<file path="src/timer2_defs.vh">
// Constants for the capture/reload timer and its APB register window.
// Assumes an APB master with 32-bit data and byte addressing.
`ifndef TIMER2_DEFS_VH
`define TIMER2_DEFS_VH

// --------------------------------------------------------------
// Register indices; byte address is four times the index
// --------------------------------------------------------------
`define IDX_CONTROL 8'hc8
`define IDX_MODE 8'hc9
`define IDX_CAP_LOW 8'hca
`define IDX_CAP_HIGH 8'hcb
`define IDX_COUNT_LOW 8'hcc
`define IDX_COUNT_HIGH 8'hcd

// --------------------------------------------------------------
// Control register bit positions
// --------------------------------------------------------------
`define CTL_OVERFLOW 7
`define CTL_EXTERNAL 6
`define CTL_RX_BAUD 5
`define CTL_TX_BAUD 4
`define CTL_PIN_EN 3
`define CTL_RUN 2
`define CTL_COUNTER_SEL 1
`define CTL_CAP_SEL 0

// --------------------------------------------------------------
// Mode register bit positions
// --------------------------------------------------------------
`define MOD_AUTOCLR_HI 7
`define MOD_AUTOCLR_LO 4
`define MOD_CAP_CLEAR 3
`define MOD_CLK_OUT 1
`define MOD_DOWN_EN 0
`define MOD_WRITE_MASK 8'hfb

// --------------------------------------------------------------
// Reset values and counter limits
// --------------------------------------------------------------
`define RST_BYTE 8'h00
`define RST_COUNT 16'h0000
`define COUNT_MAX 16'hffff
`define PRE_DIV_SLOW 8'h0c
`define PRE_DIV_FAST 8'h04
`define PRE_ONE 8'h01

`endif

</file>
<file path="src/timer2_capture_reload.v">
// Capture/reload timer with baud generator and clock-out, APB slave.
// Assumes a zero-wait APB master; trigger and count pins are asynchronous;
// timer1Overflow and irqEnable come from logic on the same clock.
`timescale 1ns/1ps
`include "timer2_defs.vh"
`default_nettype none

module timer2_capture_reload
#(
  parameter ADDR_WIDTH = 12
)
(
  input wire clk,
  input wire resetn,
  input wire psel,
  input wire penable,
  input wire pwrite,
  input wire [ADDR_WIDTH-1:0] paddr,
  input wire [31:0] pwdata,
  input wire [3:0] pstrb,
  output wire [31:0] prdata,
  output wire pready,
  output wire pslverr,
  input wire triggerPin,
  input wire countInputPin,
  input wire speedSelect,
  input wire timer1Overflow,
  input wire irqEnable,
  output wire timerIrq,
  output wire rxBaudTick,
  output wire txBaudTick,
  output wire clockOut,
  output wire clockOutEnable,
  output wire [3:0] intFlagAutoclear
);

  // ------------------------------------------------------------
  // Register state
  // ------------------------------------------------------------
  reg [7:0] control_reg;
  reg [7:0] control_next;
  reg [7:0] mode_reg;
  reg [15:0] count_reg;
  reg [15:0] count_next;
  reg [15:0] capture_reg;
  reg [15:0] capture_next;
  reg [7:0] prescale_reg;
  reg [7:0] prescale_next;
  reg baudPhase_reg;
  reg [31:0] prdata_reg;
  reg irq_reg;
  reg rxTick_reg;
  reg txTick_reg;
  reg clockOut_reg;

  // ------------------------------------------------------------
  // Bus decode
  // ------------------------------------------------------------
  wire [7:0] regIndex;
  wire setupPhase;
  wire accessPhase;
  wire hit;
  wire wrEn;
  wire wrLane;
  wire [7:0] wrByte;

  function selIdx;
    input [7:0] idx;
    input [7:0] target;
    begin
      selIdx = (idx == target);
    end
  endfunction

  assign regIndex = paddr[9:2];
  assign setupPhase = psel & ~penable;
  assign accessPhase = psel & penable;
  assign hit = (paddr[ADDR_WIDTH-1:10] == {(ADDR_WIDTH-10){1'b0}})
    & (regIndex >= `IDX_CONTROL) & (regIndex <= `IDX_COUNT_HIGH);
  // Registers are one byte wide, so only lane 0 matters
  assign wrLane = pstrb[0];
  assign wrEn = accessPhase & pwrite & hit & wrLane;
  assign wrByte = pwdata[7:0];

  wire wrControl;
  wire wrMode;
  wire wrCapLow;
  wire wrCapHigh;
  wire wrCountLow;
  wire wrCountHigh;

  assign wrControl = wrEn & selIdx(regIndex, `IDX_CONTROL);
  assign wrMode = wrEn & selIdx(regIndex, `IDX_MODE);
  assign wrCapLow = wrEn & selIdx(regIndex, `IDX_CAP_LOW);
  assign wrCapHigh = wrEn & selIdx(regIndex, `IDX_CAP_HIGH);
  assign wrCountLow = wrEn & selIdx(regIndex, `IDX_COUNT_LOW);
  assign wrCountHigh = wrEn & selIdx(regIndex, `IDX_COUNT_HIGH);

  assign pready = 1'b1;
  assign pslverr = accessPhase & ~hit;
  assign prdata = prdata_reg;

  // ------------------------------------------------------------
  // Pin synchronisers
  // ------------------------------------------------------------
  wire trigLevel;
  wire trigFall;
  wire countFall;

  pin_sync triggerSync
  (
    .clk(clk),
    .resetn(resetn),
    .pinIn(triggerPin),
    .level(trigLevel),
    .fall(trigFall)
  );

  pin_sync countSync
  (
    .clk(clk),
    .resetn(resetn),
    .pinIn(countInputPin),
    .level(),
    .fall(countFall)
  );

  // ------------------------------------------------------------
  // Mode decode
  // ------------------------------------------------------------
  wire rxSel;
  wire txSel;
  wire baudMode;
  wire pinEnable;
  wire runOn;
  wire counterSel;
  wire captureSel;
  wire downEnable;
  wire captureClear;
  wire [7:0] preDiv;
  wire preTick;
  wire tick;
  wire trigEdge;

  assign rxSel = control_reg[`CTL_RX_BAUD];
  assign txSel = control_reg[`CTL_TX_BAUD];
  assign baudMode = rxSel | txSel;
  assign pinEnable = control_reg[`CTL_PIN_EN];
  assign runOn = control_reg[`CTL_RUN];
  assign counterSel = control_reg[`CTL_COUNTER_SEL];
  assign captureSel = control_reg[`CTL_CAP_SEL];
  assign downEnable = mode_reg[`MOD_DOWN_EN];
  assign captureClear = mode_reg[`MOD_CAP_CLEAR];
  assign preDiv = speedSelect ? `PRE_DIV_FAST : `PRE_DIV_SLOW;
  assign preTick = (prescale_reg == preDiv - `PRE_ONE);
  // Tick source: baud phase overrides the counter select bit
  assign tick = runOn & (baudMode ? baudPhase_reg
    : (counterSel ? countFall : preTick));
  assign trigEdge = trigFall & pinEnable;

  // ------------------------------------------------------------
  // Counter, capture and flag next state
  // ------------------------------------------------------------
  reg overflowSet;
  reg externalSet;
  reg overflowPulse;

  always @*
  begin
    count_next = count_reg;
    capture_next = capture_reg;
    overflowSet = 1'b0;
    externalSet = 1'b0;
    overflowPulse = 1'b0;
    if (baudMode)
    begin
      // Capture select is ignored; every overflow reloads
      if (tick)
      begin
        if (count_reg == `COUNT_MAX)
        begin
          count_next = capture_reg;
          overflowPulse = 1'b1;
        end
        else
          count_next = count_reg + 16'h0001;
      end
      // The pin only raises the flag here, no capture or reload
      if (trigEdge)
        externalSet = 1'b1;
    end
    else if (captureSel)
    begin
      if (tick)
      begin
        if (count_reg == `COUNT_MAX)
        begin
          count_next = `RST_COUNT;
          overflowSet = 1'b1;
          overflowPulse = 1'b1;
        end
        else
          count_next = count_reg + 16'h0001;
      end
      if (trigEdge)
      begin
        capture_next = count_reg;
        externalSet = 1'b1;
        if (captureClear)
          count_next = `RST_COUNT;
      end
    end
    else if (downEnable)
    begin
      // Pin level steers direction instead of triggering reloads
      if (tick)
      begin
        if (trigLevel)
        begin
          if (count_reg == `COUNT_MAX)
          begin
            count_next = capture_reg;
            overflowSet = 1'b1;
            externalSet = 1'b1;
            overflowPulse = 1'b1;
          end
          else
            count_next = count_reg + 16'h0001;
        end
        else
        begin
          if (count_reg == capture_reg)
          begin
            count_next = `COUNT_MAX;
            overflowSet = 1'b1;
            externalSet = 1'b1;
            overflowPulse = 1'b1;
          end
          else
            count_next = count_reg - 16'h0001;
        end
      end
    end
    else
    begin
      if (tick)
      begin
        if (count_reg == `COUNT_MAX)
        begin
          count_next = capture_reg;
          overflowSet = 1'b1;
          overflowPulse = 1'b1;
        end
        else
          count_next = count_reg + 16'h0001;
      end
      if (trigEdge)
      begin
        count_next = capture_reg;
        externalSet = 1'b1;
      end
    end
    // Software writes to data bytes win over hardware updates
    if (wrCountLow)
      count_next[7:0] = wrByte;
    if (wrCountHigh)
      count_next[15:8] = wrByte;
    if (wrCapLow)
      capture_next[7:0] = wrByte;
    if (wrCapHigh)
      capture_next[15:8] = wrByte;
  end

  // Hardware set wins over a software clear in the same cycle
  always @*
  begin
    control_next = wrControl ? wrByte : control_reg;
    if (overflowSet & ~baudMode)
      control_next[`CTL_OVERFLOW] = 1'b1;
    if (externalSet)
      control_next[`CTL_EXTERNAL] = 1'b1;
  end

  always @*
  begin
    if (baudMode | ~runOn | preTick)
      prescale_next = `RST_BYTE;
    else
      prescale_next = prescale_reg + `PRE_ONE;
  end

  // ------------------------------------------------------------
  // Read data, captured in the setup phase
  // ------------------------------------------------------------
  reg [7:0] readByte;

  always @*
  begin
    readByte = `RST_BYTE;
    case (regIndex)
      `IDX_CONTROL: readByte = control_reg;
      `IDX_MODE: readByte = mode_reg;
      `IDX_CAP_LOW: readByte = capture_reg[7:0];
      `IDX_CAP_HIGH: readByte = capture_reg[15:8];
      `IDX_COUNT_LOW: readByte = count_reg[7:0];
      `IDX_COUNT_HIGH: readByte = count_reg[15:8];
      default: readByte = `RST_BYTE;
    endcase
  end

  // ------------------------------------------------------------
  // Sequential state
  // ------------------------------------------------------------
  always @(posedge clk or negedge resetn)
  begin
    if (!resetn)
    begin
      control_reg <= `RST_BYTE;
      mode_reg <= `RST_BYTE;
      count_reg <= `RST_COUNT;
      capture_reg <= `RST_COUNT;
      prescale_reg <= `RST_BYTE;
      baudPhase_reg <= 1'b0;
      prdata_reg <= 32'h00000000;
    end
    else
    begin
      control_reg <= control_next;
      if (wrMode)
        mode_reg <= wrByte & `MOD_WRITE_MASK;
      count_reg <= count_next;
      capture_reg <= capture_next;
      prescale_reg <= prescale_next;
      baudPhase_reg <= baudMode & ~baudPhase_reg;
      if (setupPhase)
        prdata_reg <= {24'h000000, hit ? readByte : `RST_BYTE};
    end
  end

  // ------------------------------------------------------------
  // Interrupt, baud and clock-out outputs
  // ------------------------------------------------------------
  always @(posedge clk or negedge resetn)
  begin
    if (!resetn)
    begin
      irq_reg <= 1'b0;
      rxTick_reg <= 1'b0;
      txTick_reg <= 1'b0;
      clockOut_reg <= 1'b0;
    end
    else
    begin
      irq_reg <= irqEnable & (control_next[`CTL_EXTERNAL]
        | control_next[`CTL_OVERFLOW]);
      rxTick_reg <= rxSel ? overflowPulse : timer1Overflow;
      txTick_reg <= txSel ? overflowPulse : timer1Overflow;
      // Toggles per overflow, so output period is two overflows
      if (!mode_reg[`MOD_CLK_OUT])
        clockOut_reg <= 1'b0;
      else if (overflowPulse)
        clockOut_reg <= ~clockOut_reg;
    end
  end

  assign timerIrq = irq_reg;
  assign rxBaudTick = rxTick_reg;
  assign txBaudTick = txTick_reg;
  assign clockOut = clockOut_reg;
  assign clockOutEnable = mode_reg[`MOD_CLK_OUT];
  // Flags of external ints 5..2 live elsewhere; only the enables go out
  assign intFlagAutoclear =
    mode_reg[`MOD_AUTOCLR_HI:`MOD_AUTOCLR_LO];

endmodule // timer2_capture_reload

`default_nettype wire

</file>
<file path="src/pin_sync.v">
// Three-stage synchroniser with a stable level and falling-edge pulse.
// Assumes an asynchronous pin that idles high.
`timescale 1ns/1ps
`default_nettype none

module pin_sync
(
  input wire clk,
  input wire resetn,
  input wire pinIn,
  output wire level,
  output wire fall
);

  reg stage1_reg;
  reg stage2_reg;
  reg stage3_reg;
  reg level_reg;
  reg fall_reg;
  wire agree;

  // A change counts only once the last two stages agree
  assign agree = (stage2_reg == stage3_reg);
  assign level = level_reg;
  assign fall = fall_reg;

  always @(posedge clk or negedge resetn)
  begin
    if (!resetn)
    begin
      stage1_reg <= 1'b1;
      stage2_reg <= 1'b1;
      stage3_reg <= 1'b1;
      level_reg <= 1'b1;
      fall_reg <= 1'b0;
    end
    else
    begin
      stage1_reg <= pinIn;
      stage2_reg <= stage1_reg;
      stage3_reg <= stage2_reg;
      if (agree)
        level_reg <= stage3_reg;
      fall_reg <= agree & level_reg & ~stage3_reg;
    end
  end

endmodule // pin_sync

`default_nettype wire

</file>
<file path="config.mk">
export PLATFORM = sky130hd
export DESIGN_NAME = timer2_capture_reload
export DESIGN_NICKNAME = d
export VERILOG_FILES = /design/src/timer2_capture_reload.v /design/src/pin_sync.v
export VERILOG_INCLUDE_DIRS = /design/src
export SDC_FILE = /design/constraint.sdc
export NUM_CORES = 1
export LEC_CHECK = 0
export BUFFER_PORTS_ARGS = -buffer_cell sky130_fd_sc_hd__buf_2
export CAP_MARGIN = 20
export CORE_MARGIN = 2
export CORE_UTILIZATION = 42
export DETAILED_ROUTE_END_ITERATION = 10
export PLACE_DENSITY_LB_ADDON = 0.12
export SETUP_SLACK_MARGIN = 0.05
export SYNTH_ARGS = -nofsm -noshare
export SYNTH_HDL_FRONTEND = slang
export SYNTH_SLANG_ARGS = --single-unit
</file>
<file path="constraint.sdc">
create_clock -name clk -period 2.85 [get_ports clk]
set_clock_uncertainty 0.15 [all_clocks]
set_input_delay 0.855 -clock clk [delete_from_list [all_inputs] [get_ports clk]]
set_output_delay 0.855 -clock clk [all_outputs]
set_load 0.02 [all_outputs]
</file>
==> results of run 1 <==
-- report_power, final --
part	switching (uW)	leakage [uW]	internal (uW)
logic	1050	0.00233	821
registers	181	0.000907	1250
clock network	536	0.000132	607
total	1760	0.00336	2670
-- repair_timing --
item	in CTS	in global routing
buffers inserted	2	4
pin swaps	2	5
gates resized for setup	7	27
endpoints found under the setup margin	4	19
-- routing by layer --
layer | global-route usage (%) | share of wire [%]
met4 | 16.7 | 5.6
met5 | 0 | 0
met1 | 42.7 | 40
met3 | 6.20 | 9.9
met2 | 49.6 | 44
-- per-stage QoR --
step	instances	hold slack, ns
final	1076	0.210
after global routing	1076	0.214
after CTS	1072	0.211
after detailed placement	1054	0.197
after global placement	1054	0.201
after floorplan	786	0.195
-- synthesized netlist by cell type (11+ instances only) --
cell type and instances:
dfrtp_1 70, nand2_1 67, o21ai_0 62, clkbuf_1 55, nor2_1 49, a21oi_1 47
nand3_1 30, buf_4 29, xor2_1 27, nor3_1 23, mux2i_1 18, nor4_1 17
xnor2_1 17, mux2_2 14, nand4_1 14, o211ai_1 11
-- final timing paths --
| path | depth (start not counted) | slack [ns] | to | from |
|---|---|---|---|---|
| max | 7 | 0.05 | count_reg[9] | control_reg[4] |
| min | 0 | 0.21 | triggerSync.stage2_reg | triggerSync.stage1_reg |
| max reg2reg | 7 | 0.05 | count_reg[9] | control_reg[4] |
| min reg2reg | 0 | 0.21 | triggerSync.stage2_reg | triggerSync.stage1_reg |
| max in group asynchronous | 2 | 1.53 | triggerSync.stage1_reg | resetn |
| min in group asynchronous | 1 | 0.34 | capture_reg[2] | resetn |
-- worst max-delay path, delay by kind of cell, from the launching register on --
kind                   cells  cell delay (ns)
AOI/OAI and AO/OA          4             1.34
and+or+nand+nor            2             0.51
DFF                        1             0.48
buffers and inverters      1             0.25
-- cell families (layout without fill, tap and decap cells) --
kind of cell | after synthesis | after routing | synth area share [%]
other | 2 | 25 | 0.119
buffers and inverters | 103 | 209 | 8.14
DFF | 78 | 78 | 31.1
AOI/OAI and AO/OA | 226 | 226 | 23.5
xor gates and xnor gates | 44 | 44 | 6.12
muxes | 39 | 39 | 7.87
adders and majority gates | 5 | 5 | 0.914
and+or+nand+nor | 266 | 266 | 22.2
-- final cells by class --
type	instances	area (sq um)
Inverter	10	37.5
Timing Repair Buffer	183	1330
Clock buffer	9	225
Sequential cell	78	1970
Multi-Input combinational cell	605	4090
Fill cell	1369	6640
Clock inverter	7	65.1
Tap cell	184	230
==> summary.txt, run 1 <==
Run status
  • Outcome: completed

Power
  • Peak VDD IR: 0.310 mV
  • Tot Pwr: 4440 uW
  • Leakage power: 0.00336 uW
  • Pwr dens: 558 nW/um^2

Die
  • Die span in y: 126 um
  • Row count: 44
  • Initial Util: 43.2%
  • Die area: 16000 sq um
  • Ports: 101
  • Die W: 126 um
  • Core area: 14600 sq um

Cells and area
  • Post-route cell area: 7950 sq um
  • Proportion of layout cells with a drive suffix above 1: 29.9%
  • Layout Nets: 948
  • Final core utilization: 54.5%
  • Inserted Diodes: 0
  • Most frequent cells in the layout: buf_4 (131), nand2_1 (67), dfrtp_1 (67), o21ai_0 (59), nor2_1 (49)
  • Area grow syn2layout: 26.1%
  • Most common cell after layout, fill and taps aside: buf_4

Placed design
  • Placed inst area: 7460 sq um
  • HPWL Detailed: 19000 um
  • Port Buf Inserts: 46
  • GP Congestion: 0.989
  • DP Worst Slack: -0.0760 ns

Timing
  • Final Setup Violations: 0
  • Fin worst setup slack: 0.0547 ns
  • Slew Viols, Final: 0
  • Min Tclk post-route: 2.80 ns
  • Slew @ Worst Pin: 0.788 ns
  • Final-report hold violation count: 0
  • Fmax: 0.358 GHz
  • Unrepaired setup endpoints after global routing: true
  • Worst rel slew slack: 47.5%
  • Setup_tns: 0 ns
  • Period utilisation layout: 98.1%

Synth
  • Post-Syn Area: 6300 sq um
  • Synth area leaders: dfrtp_1 (28%), o21ai_0 (4.9%), nand2_1 (4.0%), xor2_1 (3.8%), a21oi_1 (3.7%)
  • Asr flop ratio synth: 100%
  • EDFF count, synth: 0
  • Distinct cells, synth: 74
  • Syn Inst Count: 763
  • Synth warnings: 0
  • Mapped Avg Cell Area: 8.25 sq um
  • Synth top area share: 27.8%
  • Seq/Total Area, Yosys: 31.1%
  • Main flop type after synthesis: dfrtp_1
  • Synth Register Bits: 78
  • Yosys top cell by area: dfrtp_1

Job
  • Max Cap Viol: 0

Drt
  • Via count: 6864
  • Drt drc: 0
  • WL/cell: 23.7 um
  • Avg Vias per Cell: 6.38
  • Final wirelength: 25500 um
  • DR pass1 iterations: 6
  • Initial drt markers: 752
  • ANT nets after route: 0

Clock network
  • TritonCTS buffer count: 9
  • Clock-pin slew on the worst setup and hold paths: 0.07 ns
  • Hold Buf Count CTS: 0
  • CTS root buf: clkbuf_16
  • CTS H-tree depth: 3
  • CTS max path bufs: 2
  • Sink Count: 78
  • Clk Latency, worst-skew pair: 0.35 ns
  • CTS tree: yes

Global routing
  • Largest net degree at the start of global routing: 38
  • Grt ovf: 0
  • Total GRT Usage: 32.1%
  • Vias in the first global route: 6743
  • First-pass GRT wire length: 39200 um
  • Initial antenna violation count: 0

Worst setup path
  • CP Capture Type: register
  • WP data required: 2.97 ns
  • Critical-path maximum fanout: 6
  • Slowest cell on crit path: a21boi_1
  • Arrival time worst endpoint: 2.92 ns
  • Setup crit start kind: register
  • Max incr delay on CP: 0.69 ns
  • CP cell instances: or2_2 > a311oi_1 > a21boi_1 > buf_4 > nor2_1 > o2111ai_1 > a2bb2oi_1
  • Setup Crit Path Kind: register to register

Worst hold path
  • HP Class: register to register
(Power assumes the default switching activity.)
==> inputs of run 2 (changes only) <==
- CORE_ASPECT_RATIO: not set -> 2
==> summary.txt, run 2 (synthesis results as in run 1) <==
Worst setup path
  • Crit-path most repeated cell: or4_4
  • Critical-path maximum fanout: 5
  • Setup Crit Path Kind: register to register
  • Slowest cell on crit path: or4_4
  • Setup crit start kind: register
  • WP data required: 2.99 ns
  • Max incr delay on CP: 0.50 ns
  • Arrival time worst endpoint: 2.89 ns
  • Largest delay share family, worst path: simple AND/OR/NAND/NOR gates
  • WP buf/inv: 1
  • CP cell instances: buf_4 > or4_4 > or4_4 > or4_1 > a31oi_1 > a21bo_1 > o2bb2ai_1 > a21oi_1
  • CP Capture Type: register

Die
  • Die span in y: 177 um
  • Core area: 14700 sq um
  • Ports: 101
  • Row count: 63
  • Die area: 16100 sq um
  • Die W: 90.6 um
  • Initial Util: 42.7%

Clock network
  • Clk Latency, worst-skew pair: 0.37 ns
  • TritonCTS buffer count: 9
  • CTS H-tree depth: 3
  • Clock-pin slew on the worst setup and hold paths: 0.08 ns
  • CTS max path bufs: 2
  • CTS tree: yes
  • Sink Count: 78
  • Hold Buf Count CTS: 0
  • CTS root buf: clkbuf_16

Drt
  • ANT nets after route: 0
  • Avg Vias per Cell: 6.36
  • DR pass1 iterations: 7
  • Initial drt markers: 476
  • WL/cell: 25.5 um
  • Via count: 7037
  • Final wirelength: 28200 um
  • Drt drc: 0

Timing
  • Final Setup Violations: 0
  • Slew Viols, Final: 0
  • Unrepaired setup endpoints after global routing: true
  • Fin worst setup slack: 0.103 ns
  • Slew @ Worst Pin: 0.717 ns
  • Fmax: 0.364 GHz
  • Period utilisation layout: 96.4%
  • Final-report hold violation count: 0
  • Setup_tns: 0 ns
  • Min Tclk post-route: 2.75 ns
  • Worst rel slew slack: 52.0%

Cells and area
  • Most frequent cells in the layout: buf_4 (151), dfrtp_1 (68), nand2_1 (67), o21ai_0 (59), nor2_1 (49)
  • Area grow syn2layout: 28.3%
  • Inserted Diodes: 0
  • FF+latch area: 1960 sq um
  • Most common cell after layout, fill and taps aside: buf_4
  • Area of the multi-input gates: 4040 sq um
  • Layout Nets: 967
  • Layout fillers: 1441
  • Layout Cells excl Fill: 1106
  • Proportion of layout cells with a drive suffix above 1: 30.7%

Power
  • Peak VDD IR: 0.599 mV
  • Pwr dens: 589 nW/um^2
  • Leakage power: 0.00348 uW

Run status
  • Outcome: completed

Job
  • Max Cap Viol: 0

Placed design
  • DP Worst Slack: -0.143 ns
  • Port Buf Inserts: 46
  • Placed Cells: 1087
  • HPWL Detailed: 21400 um
  • GP Congestion: 1.02

Global routing
  • Grt ovf: 0
  • Total GRT Usage: 35.9%
  • Initial antenna violation count: 0
  • Vias in the first global route: 7181
  • First-pass GRT wire length: 42300 um
  • Largest net degree at the start of global routing: 35

Worst hold path
  • HP Class: register to register
==> run 2: changes by cell type in the layout (fill, tap and decap cells not counted), sizes merged <==
cell / delta
buf: +19
bufinv: +2
clkinvlp: -2
clkinv: +1
inv: -1
==> run 2: metrics by stage <==
| stage | instance area [sq um] | total power [uW] | hold WS, ns | utilization (%) |
|---|---|---|---|---|
| 2_1_floorplan | 6420 | 2580 | 0.195 | - |
| 3_3_place_gp | 7620 | 3300 | 0.202 | 51.7 |
| 3_5_place_dp | 7620 | 3340 | 0.197 | 51.7 |
| 4_1_cts | 7980 | 4680 | 0.210 | 54.1 |
| 5_1_grt | 8080 | 4970 | 0.213 | 54.8 |
| 6_report | 8080 | 4760 | 0.207 | 54.8 |
==> run 2: final cells by class <==
class                   count  area share (%)
repair buffers            202            18.1
well taps                 195            3.02
clock inverters             7            1.30
clock buffers               9            2.79
inverters                  10           0.465
flip-flops and latches     78            24.3
multi-input cells         605            50.0
==> run 2: layer usage <==
| layer | wire length (um) | GRT usage, % | vias up |
|---|---|---|---|
| met2 | 13700 | 60.4 | 378 |
| met1 | 9680 | 37.9 | 3421 |
| met4 | 3000 | 32.8 | 0 |
| met5 | 0 | 0 | - |
| met3 | 1770 | 6.18 | 155 |
| li1 | - | - | 3083 |
==> run 2: repair_timing <==
action | in CTS | in global routing
setup endpoints to repair | 2 | 18
buffers inserted | 1 | 3
pin swaps | 1 | 6
endpoints found under the hold margin | 0 | 0
resized for setup | 3 | 22
==> run 2: report_power, final <==
part | total (uW) | leakage (uW) | internal [uW] | switching [uW]
Clock | 1320 | 0.000158 | 780 | 538
Sequential | 1430 | 0.000908 | 1240 | 185
Combinational | 2010 | 0.00241 | 879 | 1130
==> run 2: final timing paths <==
path                                           start                    to  slack, ns  cells after the start
worst max-delay path                    count_reg[1]         count_reg[15]       0.10                      8
worst min-delay path            countSync.stage1_reg  countSync.stage2_reg       0.21                      0
worst max register to register          count_reg[1]         count_reg[15]       0.10                      8
worst min register to register  countSync.stage1_reg  countSync.stage2_reg       0.21                      0
max in group asynchronous                     resetn       prescale_reg[5]       1.62                      2
min in group asynchronous                     resetn           mode_reg[6]       0.30                      1
==> run 2: worst register-to-register path, cell delays in order (launching register included) <==
cell and delay (ns):
dfrtp_1 0.42, buf_4 0.17, or4_4 0.51, or4_4 0.49
or4_1 0.41, a31oi_1 0.16, a21bo_1 0.16, o2bb2ai_1 0.08
a21oi_1 0.14
